[src/eipu_map.svh]
// Register indices, field positions and reset values of the external pin interrupt unit
`ifndef EIPU_MAP_SVH
`define EIPU_MAP_SVH
`define EIPU_IDX_GROUP_FLAGS 6'h36
`define EIPU_IDX_MASK_ZERO 6'h37
`define EIPU_IDX_MASK_ONE 6'h38
`define EIPU_IDX_MASK_TWO 6'h39
`define EIPU_IDX_SENSE_CTRL 6'h3a
`define EIPU_IDX_FLAGS 6'h3b
`define EIPU_IDX_GROUP_EN 6'h3c
`define EIPU_IDX_ENABLE_MASK 6'h3d
`define EIPU_RST_BYTE 8'h00
`define EIPU_RST_SENSE 4'h0
`define EIPU_RST_PAIR 2'h0
`define EIPU_RST_GROUP 3'h0
`define EIPU_RST_MASK_ONE 7'h00
`define EIPU_VEC_PIN_A 0
`define EIPU_VEC_PIN_B 1
`define EIPU_VEC_GROUP0 2
`define EIPU_VEC_GROUP1 3
`define EIPU_VEC_GROUP2 4
`define EIPU_GRP0_LO 0
`define EIPU_GRP0_HI 7
`define EIPU_GRP1_LO 8
`define EIPU_GRP1_HI 14
`define EIPU_GRP2_LO 16
`define EIPU_GRP2_HI 23
`endif

[src/eipu_pkg.sv]
// Types of the external pin interrupt unit
package eipu_pkg;
  typedef enum logic [1:0] {
    eipu_sense_low,
    eipu_sense_any,
    eipu_sense_fall,
    eipu_sense_rise
  } eipu_sense_type;
  typedef logic [7:0] eipu_byte_type;
endpackage

[src/eipu_top.sv]
// External pin interrupt unit: two sensed pins, three pin-change groups, Avalon-MM registers
//
// Implementation choice: register access over Avalon-MM.
`timescale 1ns/1ps
`include "eipu_map.svh"

module eipu_top
  import eipu_pkg::*;
(
  input wire logic clock_in,
  input wire logic rst_b_in,
  input wire logic [7:0] avs_address_in,
  input wire logic avs_read_in,
  input wire logic avs_write_in,
  input wire logic [31:0] avs_writedata_in,
  input wire logic [3:0] avs_byteenable_in,
  output logic [31:0] avs_readdata_out,
  output logic avs_waitrequest_out,
  input wire logic irq_pin_a_in,
  input wire logic irq_pin_b_in,
  input wire logic [23:0] pin_change_inputs_in,
  input wire logic global_irq_en_in,
  input wire logic io_clk_run_in,
  input wire logic [4:0] vector_ack_in,
  output logic [4:0] irq_request_out,
  output logic wake_out
);

  // Bus side
  logic wait_q;
  logic [31:0] readdata_q;
  logic [5:0] reg_idx;
  logic bus_req;
  logic accept;
  logic wr_lane0;
  eipu_byte_type wdata;
  eipu_byte_type rd_byte;

  // Control and status
  logic [3:0] sense_q;
  logic [1:0] enable_q;
  logic [1:0] flag_q;
  logic [1:0] flag_d;
  logic [2:0] grp_en_q;
  logic [2:0] grp_flag_q;
  logic [2:0] grp_flag_d;
  eipu_byte_type mask0_q;
  logic [6:0] mask1_q;
  eipu_byte_type mask2_q;
  logic [4:0] irq_q;
  logic [4:0] irq_d;
  logic wake_q;

  // Pin sampling
  logic [1:0] pin_meta_q;
  logic [1:0] pin_sync_q;
  logic [1:0] pin_prev_q;
  logic [23:0] pc_meta_q;
  logic [23:0] pc_sync_q;
  logic [23:0] pc_prev_q;
  logic [23:0] mask_all;
  logic [23:0] pc_change;
  logic [2:0] grp_evt;
  logic [1:0] level_low;
  logic [1:0] level_mode;
  logic [1:0] edge_evt;

  assign reg_idx = avs_address_in[7:2];
  assign bus_req = avs_read_in | avs_write_in;
  assign accept = bus_req & ~wait_q;
  assign wr_lane0 = avs_write_in & accept & avs_byteenable_in[0];
  assign wdata = avs_writedata_in[7:0];

  logic wr_sense;
  logic wr_enable;
  logic wr_flags;
  logic wr_grp_en;
  logic wr_grp_flags;
  logic wr_mask0;
  logic wr_mask1;
  logic wr_mask2;
  assign wr_sense = wr_lane0 & (reg_idx == `EIPU_IDX_SENSE_CTRL);
  assign wr_enable = wr_lane0 & (reg_idx == `EIPU_IDX_ENABLE_MASK);
  assign wr_flags = wr_lane0 & (reg_idx == `EIPU_IDX_FLAGS);
  assign wr_grp_en = wr_lane0 & (reg_idx == `EIPU_IDX_GROUP_EN);
  assign wr_grp_flags = wr_lane0 & (reg_idx == `EIPU_IDX_GROUP_FLAGS);
  assign wr_mask0 = wr_lane0 & (reg_idx == `EIPU_IDX_MASK_ZERO);
  assign wr_mask1 = wr_lane0 & (reg_idx == `EIPU_IDX_MASK_ONE);
  assign wr_mask2 = wr_lane0 & (reg_idx == `EIPU_IDX_MASK_TWO);

  // Unused high bits pad with zero; unmapped indices read zero
  assign rd_byte = (reg_idx == `EIPU_IDX_SENSE_CTRL) ? {4'h0, sense_q} :
                   (reg_idx == `EIPU_IDX_ENABLE_MASK) ? {6'h00, enable_q} :
                   (reg_idx == `EIPU_IDX_FLAGS) ? {6'h00, flag_q} :
                   (reg_idx == `EIPU_IDX_GROUP_EN) ? {5'h00, grp_en_q} :
                   (reg_idx == `EIPU_IDX_GROUP_FLAGS) ? {5'h00, grp_flag_q} :
                   (reg_idx == `EIPU_IDX_MASK_ZERO) ? mask0_q :
                   (reg_idx == `EIPU_IDX_MASK_ONE) ? {1'b0, mask1_q} :
                   (reg_idx == `EIPU_IDX_MASK_TWO) ? mask2_q : `EIPU_RST_BYTE;

  // One wait cycle per access: data is registered, so every output stays a flop
  always_ff @(posedge clock_in or negedge rst_b_in) begin
    if (!rst_b_in) begin
      wait_q <= 1'b1;
      readdata_q <= 32'h00000000;
    end else begin
      wait_q <= ~(bus_req & wait_q);
      if (avs_read_in && wait_q) begin
        readdata_q <= {24'h000000, rd_byte};
      end
    end
  end

  always_ff @(posedge clock_in or negedge rst_b_in) begin
    if (!rst_b_in) begin
      sense_q <= `EIPU_RST_SENSE;
      enable_q <= `EIPU_RST_PAIR;
      grp_en_q <= `EIPU_RST_GROUP;
      mask0_q <= `EIPU_RST_BYTE;
      mask1_q <= `EIPU_RST_MASK_ONE;
      mask2_q <= `EIPU_RST_BYTE;
    end else begin
      if (wr_sense) sense_q <= wdata[3:0];
      if (wr_enable) enable_q <= wdata[1:0];
      if (wr_grp_en) grp_en_q <= wdata[2:0];
      if (wr_mask0) mask0_q <= wdata;
      if (wr_mask1) mask1_q <= wdata[6:0];
      if (wr_mask2) mask2_q <= wdata;
    end
  end

  // Pads are read regardless of pin direction, so driving them raises requests too
  always_ff @(posedge clock_in or negedge rst_b_in) begin
    if (!rst_b_in) begin
      pin_meta_q <= 2'b00;
      pin_sync_q <= 2'b00;
      pin_prev_q <= 2'b00;
      pc_meta_q <= 24'h000000;
      pc_sync_q <= 24'h000000;
      pc_prev_q <= 24'h000000;
    end else begin
      pin_meta_q <= {irq_pin_b_in, irq_pin_a_in};
      pin_sync_q <= pin_meta_q;
      pin_prev_q <= pin_sync_q;
      pc_meta_q <= pin_change_inputs_in;
      pc_sync_q <= pc_meta_q;
      pc_prev_q <= pc_sync_q;
    end
  end

  // Dedicated pins, one slice each: pin a sense in bits 1:0, pin b in bits 3:2
  genvar gi;
  generate
    for (gi = 0; gi < 2; gi++) begin : g_pin
      eipu_sense_type mode;
      logic rise;
      logic fall;
      logic clr;
      assign mode = eipu_sense_type'(sense_q[2*gi+1:2*gi]);
      assign rise = pin_sync_q[gi] & ~pin_prev_q[gi];
      assign fall = ~pin_sync_q[gi] & pin_prev_q[gi];
      assign level_mode[gi] = (mode == eipu_sense_low);
      assign level_low[gi] = level_mode[gi] & ~pin_sync_q[gi];
      // Edge logic lives on the I/O clock; a halted clock loses edges
      assign edge_evt[gi] = io_clk_run_in &
                            (((mode == eipu_sense_any) & (rise | fall)) |
                             ((mode == eipu_sense_fall) & fall) |
                             ((mode == eipu_sense_rise) & rise));
      assign clr = (wr_flags & wdata[gi]) | vector_ack_in[gi];
      // Set wins over a simultaneous clear
      assign flag_d[gi] = ~level_mode[gi] & (edge_evt[gi] | (flag_q[gi] & ~clr));
      // Level request follows the live pin, so a level gone before start-up requests nothing
      assign irq_d[gi] = global_irq_en_in & enable_q[gi] &
                         (level_mode[gi] ? level_low[gi] : flag_q[gi]);
    end
  endgenerate

  // Bit 15 has no line behind it
  assign mask_all = {mask2_q, 1'b0, mask1_q, mask0_q};

  genvar bj;
  generate
    for (bj = 0; bj < 24; bj++) begin : g_change
      // No I/O clock term: changes count in every sleep mode
      assign pc_change[bj] = (pc_sync_q[bj] ^ pc_prev_q[bj]) & mask_all[bj];
    end
  endgenerate

  assign grp_evt[0] = |pc_change[`EIPU_GRP0_HI:`EIPU_GRP0_LO];
  assign grp_evt[1] = |pc_change[`EIPU_GRP1_HI:`EIPU_GRP1_LO];
  assign grp_evt[2] = |pc_change[`EIPU_GRP2_HI:`EIPU_GRP2_LO];

  genvar gk;
  generate
    for (gk = 0; gk < 3; gk++) begin : g_group
      logic clr;
      assign clr = (wr_grp_flags & wdata[gk]) | vector_ack_in[`EIPU_VEC_GROUP0 + gk];
      assign grp_flag_d[gk] = grp_evt[gk] | (grp_flag_q[gk] & ~clr);
      assign irq_d[`EIPU_VEC_GROUP0 + gk] = global_irq_en_in & grp_en_q[gk] & grp_flag_q[gk];
    end
  endgenerate

  always_ff @(posedge clock_in or negedge rst_b_in) begin
    if (!rst_b_in) begin
      flag_q <= `EIPU_RST_PAIR;
      grp_flag_q <= `EIPU_RST_GROUP;
      irq_q <= 5'h00;
      wake_q <= 1'b0;
    end else begin
      flag_q <= flag_d;
      grp_flag_q <= grp_flag_d;
      irq_q <= irq_d;
      // Wake ignores the global flag: sleep exit comes before vectoring
      wake_q <= (|(level_low & enable_q)) | (|(grp_flag_q & grp_en_q));
    end
  end

  assign avs_waitrequest_out = wait_q;
  assign avs_readdata_out = readdata_q;
  assign irq_request_out = irq_q;
  assign wake_out = wake_q;
endmodule

[config.mk]
export PLATFORM = sky130hd
export DESIGN_NAME = eipu_top
export DESIGN_NICKNAME = d
export VERILOG_FILES = /design/src/eipu_pkg.sv /design/src/eipu_top.sv
export VERILOG_INCLUDE_DIRS = /design/src
export SDC_FILE = /design/constraint.sdc
export NUM_CORES = 1
export LEC_CHECK = 0
export CAP_MARGIN = 10
export CORE_AREA = 10 10 116 118
export CTS_CLUSTER_SIZE = 24
export DETAILED_ROUTE_END_ITERATION = 8
export DIE_AREA = 0 0 126 128
export DONT_BUFFER_PORTS = 1
export PLACE_DENSITY = 0.69
export SYNTH_ARGS = -nofsm -noshare
export SYNTH_HDL_FRONTEND = slang
export SYNTH_SLANG_ARGS = --single-unit
[constraint.sdc]
create_clock -name clock_in -period 1.6 [get_ports clock_in]
set_clock_uncertainty 0.2 [all_clocks]
set_input_delay 0.08 -clock clock_in [delete_from_list [all_inputs] [get_ports clock_in]]
set_output_delay 0.08 -clock clock_in [all_outputs]
set_load 0.02 [all_outputs]
Yosys cells after proc, flatten, opt, wreduce, memory -nomap -nowiden
Cells that the tools add are included.
- equal/unequal tests: 14
- multiplexer cells: 10
- bitwise gates (word level): 127
- reduce and logical (&&, ||, !) cells: 8
- operators with widths (operator ; number):
    1-bit AND ; 71
    8-bit 2-to-1 mux ; 8
    6-bit == test, second input constant ; 8
    1-bit XOR ; 23
    1-bit bitwise OR ; 18
    8-bit OR reduction ; 2
    1-bit inverter ; 13
    2-bit == test, second input constant ; 4
    7-bit OR reduction ; 1
    2-bit by 1-bit == test with 1-bit output, second input constant ; 2
    2-bit zero test ; 2
    3-bit AND ; 1
    3-bit OR reduction ; 1
    2-bit AND ; 1
    1-bit 2-to-1 mux ; 2
    2-bit OR reduction ; 1
    1-bit logical AND ; 1
- flip-flop bits (word level): 130
- input port bits: 81
- output and inout bits: 39
- logic and storage cells: 177

Longest topological paths before layout
- word-level depth: 11
- gate-level depth with buffers: 7
- gate-level depth less buffers: 6

Least setup slack after synthesis
No wires, ideal clock.
- path kind: reg-to-reg
- start point: register wait_q, in the netlist avs_waitrequest_out
- end point: register mask2_q[0]
- setup time: 0.125 ns
- data arrival time: 1.477 ns
- required time: 1.275 ns
- slack: -0.202 ns
- stages on the path, launching flop included: 5
- buffers on the path: 0
- period minus slack after synthesis: 1.802 ns
- cell sequence: dfstp_2 -> nand3b_4 -> or2_2 -> nor2_4 -> mux2_2
- word-level cells in the longest chain between the ends: 5
- RTL lines (element ; RTL line ; text):
    start, declared ; eipu_top.sv:30 ; logic wait_q;
    start signal, assigned ; eipu_top.sv:107 ; wait_q <= ~(bus_req & wait_q);
    1-bit inverter ; eipu_top.sv:70 ; assign accept = bus_req & ~wait_q;
    1-bit AND ; eipu_top.sv:70 ;
    1-bit AND (2 in series) ; eipu_top.sv:71 ; assign wr_lane0 = avs_write_in & accept & avs_byteenable_in[0];
    1-bit AND ; eipu_top.sv:89 ; assign wr_mask2 = wr_lane0 & (reg_idx == `EIPU_IDX_MASK_TWO);
    end signal, assigned ; eipu_top.sv:121 ; mask2_q <= `EIPU_RST_BYTE;
    end signal, assigned ; eipu_top.sv:128 ; if (wr_mask2) mask2_q <= wdata;
    end, declared ; eipu_top.sv:49 ; eipu_byte_type mask2_q;
Every way passes these cells.
A chain may end at the register's enable or synchronous reset.

Worst setup path in the final report
- start point: register wait_q, in the netlist avs_waitrequest_out
- end point: register grp_flag_q[2]
- word-level cells in the longest chain between the ends: 10
- RTL lines (element ; RTL line ; text):
    1-bit inverter ; eipu_top.sv:70 ;
    1-bit AND ; eipu_top.sv:70 ;
    1-bit AND (2 in series) ; eipu_top.sv:71 ;
    1-bit AND ; eipu_top.sv:86 ; assign wr_grp_flags = wr_lane0 & (reg_idx == `EIPU_IDX_GROUP_FLAGS);
    1-bit AND ; eipu_top.sv:197 ; assign clr = (wr_grp_flags & wdata[gk]) | vector_ack_in[`EIPU_VEC_GROUP0 + gk];
    1-bit bitwise OR ; eipu_top.sv:197 ;
    1-bit inverter ; eipu_top.sv:198 ; assign grp_flag_d[gk] = grp_evt[gk] | (grp_flag_q[gk] & ~clr);
    1-bit AND ; eipu_top.sv:198 ;
    1-bit bitwise OR ; eipu_top.sv:198 ;
    named net grp_flag_d[2] ; eipu_top.sv:46 ; logic [2:0] grp_flag_d;
    end signal, assigned ; eipu_top.sv:206 ; grp_flag_q <= `EIPU_RST_GROUP;
    end signal, assigned ; eipu_top.sv:211 ; grp_flag_q <= grp_flag_d;
    end, declared ; eipu_top.sv:45 ; logic [2:0] grp_flag_q;
The timed path passes the listed nets, and every way through them passes these cells.

==> flow_metrics.tcl <==
set metrics [dict create \
    status "complete, but fails checks" \
    violations "negative hold slack, negative setup slack" \
    vias 3057 \
    reg2reg_slack_ps -140 \
    reg2reg_depth 7 \
    crit_path_max_fanout 4 \
    drv_slew 0 \
    die-area_mm2 0.01613 \
    worst-path-buf-inv 2 \
    fmax_mhz 574.0 \
    syn_area_mm2 0.004915 \
    rsz0062_at_grt "yes" \
    cp_cell_sequence "nand3b_4 -> buf_6 -> nor4_4 -> buf_4 -> nand2_2 -> nand3b_1 -> nand4_1" \
    wl_per_cell_um 18.04 \
    nNetsFinal 525 \
    synthTopCellsByArea "dfrtp_1 (64%), mux2_2 (7.6%), xor2_1 (4.1%)" \
    worst_slack_ps -142.1 \
    fin_area_mm2 0.006490 \
    setup_violations 35 \
    dp_hpwl_mm 7.385 \
    yosys-top-cells-count "dfrtp_1 (126), mux2_2 (33), buf_4 (25)" \
    clock-sinks 127 \
    ys_types 49 \
    cpPeakStageDelay_ps 370 \
    clockRootBuffer "clkbuf_16" \
    placed_area_mm2 0.005097 \
    drive_gt1_share_pct 23.40 \
    grt_pass1_vias 3307 \
    r2r_start "avs_waitrequest_out" \
    grt_overflow 0 \
    antennaDiodeCount 0 \
    rows 39 \
    synth_enable_flop_cells 0 \
    grt_pass1_wl_mm 17.53 \
    crit_slowest_cell "dfstp_2" \
    core_mm2 0.01122 \
    yosysMostFrequentCell "dfrtp_1" \
    max-cap-violations 0 \
    yosysTopAreaCell "dfrtp_1" \
    async_reset_ff_share_pct 100.0 \
    dieWidth_um 126 \
    cts_tree "done" \
    synth_top_cell_area_share_pct 64.15 \
    tns_ps -2899 \
    drtAntennaViolNets 0 \
    die_h_um 128 \
    worstPathArrival_ps 1790 \
    grt_max_degree 128 \
    period_needed_ps 1742 \
    dp_slack_ps -176.9 \
    min_path_type "primary input to asynchronous set/reset pin" \
    timing.hold.ws_ps -821.1 \
    drt_drc_violations_left 0 \
    end_kind "flop" \
    first_pass_iters 4 \
    drt_iter0_drc 249 \
    synth_seq_cells 127 \
    cts.clk_slew.worst_paths_ps 60 \
    crit_type "flop to flop" \
    synth-seq-area-share_pct 64.69 \
    insertion_delay_ps 410 \
    peakVddDrop_uv 813.9 \
    start_util_pct 43.79 \
    crit_required_ps 1650 \
    finalWirelength_mm 10.75 \
    clockBufferDepth 2 \
    critPathLaunchType "flop" \
    area_delta_synth_final_pct 32.05 \
    cts_buffers 17 \
    track_usage_pct 13.65 \
    ys_warn_count 0 \
    p_leak_nw 2.999 \
    hold_violations 155 \
    syn_inst 358 \
    vias_per_cell 5.129 \
    io_pins 120 \
    htreeDepth 4 \
    total_power_mw 8.212 \
    port_buffers 0 \
    antenna_found_initial 0 \
    gp_congestion 0.9074 \
    cpLargestDelayFamily "simple AND/OR/NAND/NOR gates" \
    synth.avg_cell_area_um2 13.73 \
    fin_crit_sh_pct 108.9 \
    ys.flop_type "dfrtp_1" \
    r2r_end "grp_flag_q[2]" \
    p_per_area_mw_per_mm2 1265 \
]
-- per-layer routing --
| layer | vias to the layer above | track usage (%) | routed length (um) |
|---|---|---|---|
| met5 | - | 0 | 0 |
| met4 | 0 | 6.363 | 197 |
| met3 | 22 | 6.038 | 1004 |
| met2 | 139 | 20.52 | 4935 |
| met1 | 1511 | 16.55 | 4614 |
| li1 | 1385 | - | - |
-- per-stage QoR --
stage          cells  utilization (%)
6_report         596            57.83
5_1_grt          596            57.83
4_1_cts          588            56.63
3_5_place_dp     507            45.42
3_3_place_gp     507            45.42
2_1_floorplan    381                -
-- flip-flops by register name, summed over array words and instances (netlist names) --
register             flops
pc_sync_q               23
pin_sync_q               2
enable_q                 2
pin_prev_q               2
sense_q                  4
avs_waitrequest_out      1
irq_request_out          5
pc_meta_q               23
avs_readdata_out         8
grp_flag_q               3
mask2_q                  8
pin_meta_q               2
grp_en_q                 3
mask0_q                  8
flag_q                   2
mask1_q                  7
pc_prev_q               23
wake_out                 1
-- how the worst max path moves through the flow --
stage | slack, ps | cells after the start | startpoint | endpoint
after floorplan | -130 | 3 | avs_waitrequest_out | mask0_q[0]
after global placement | -140 | 7 | avs_waitrequest_out | grp_flag_q[2]
after detailed placement | -180 | 7 | avs_waitrequest_out | grp_flag_q[2]
after CTS | -130 | 5 | avs_waitrequest_out | mask1_q[5]
after global routing | -200 | 7 | avs_waitrequest_out | grp_flag_q[2]
final | -140 | 7 | avs_waitrequest_out | grp_flag_q[2]
-- placed cells by master (no fill, tap or decap), drive strengths merged, types with 9 or more instances in the layout --
cell         netlist  final
dfrtp            126    126
dlygate4sd3        0     49
mux2              33     33
conb               1     24
xor2              23     23
buf               30     22
clkbuf             1     22
nor2              17     17
nand2             16     16
inv                9      9
a21oi              9      9
-- power by group --
part	internal (mW)	leakage, nW	switching [mW]
Combinational	0.277	1.10	0.257
Clock	2.84	0.310	1.31
Sequential	3.39	1.59	0.128
-- cell type report --
| type | count | area (um^2) |
|---|---|---|
| clock buffers | 22 | 464.2 |
| fillers | 860 | 4733 |
| flip-flops and latches | 127 | 3179 |
| multi-input cells | 214 | 1762 |
| clock inverters | 10 | 183.9 |
| inverters | 9 | 33.78 |
| repair buffers | 71 | 688.2 |
| well taps | 143 | 178.9 |
-- timing repair --
item / in CTS / in global routing
setup endpoints to repair: 41 / 45
buffers inserted: 1 / 7
hold endpoints to repair: 203 / 155
gates resized for setup: 28 / 18
hold buffers: 48 / 1
pin swaps: 4 / 12
-- cells by family after synthesis --
logic type | after synthesis | share of synthesized area [%]
other cells | 1 | 0.07630
mux | 40 | 8.987
compound gates | 49 | 7.179
flops | 127 | 64.69
fa+ha+maj | 4 | 1.018
simple gates | 74 | 8.860
xor+xnor | 23 | 4.099
buf+inv | 40 | 5.091
-- worst reg2reg max path, delay by kind of cell, from the launching register on --
family	cells	cell delay (ps)
simple gates	5	690
flops	1	370
buf+inv	2	330
(Power assumes the default switching activity.)
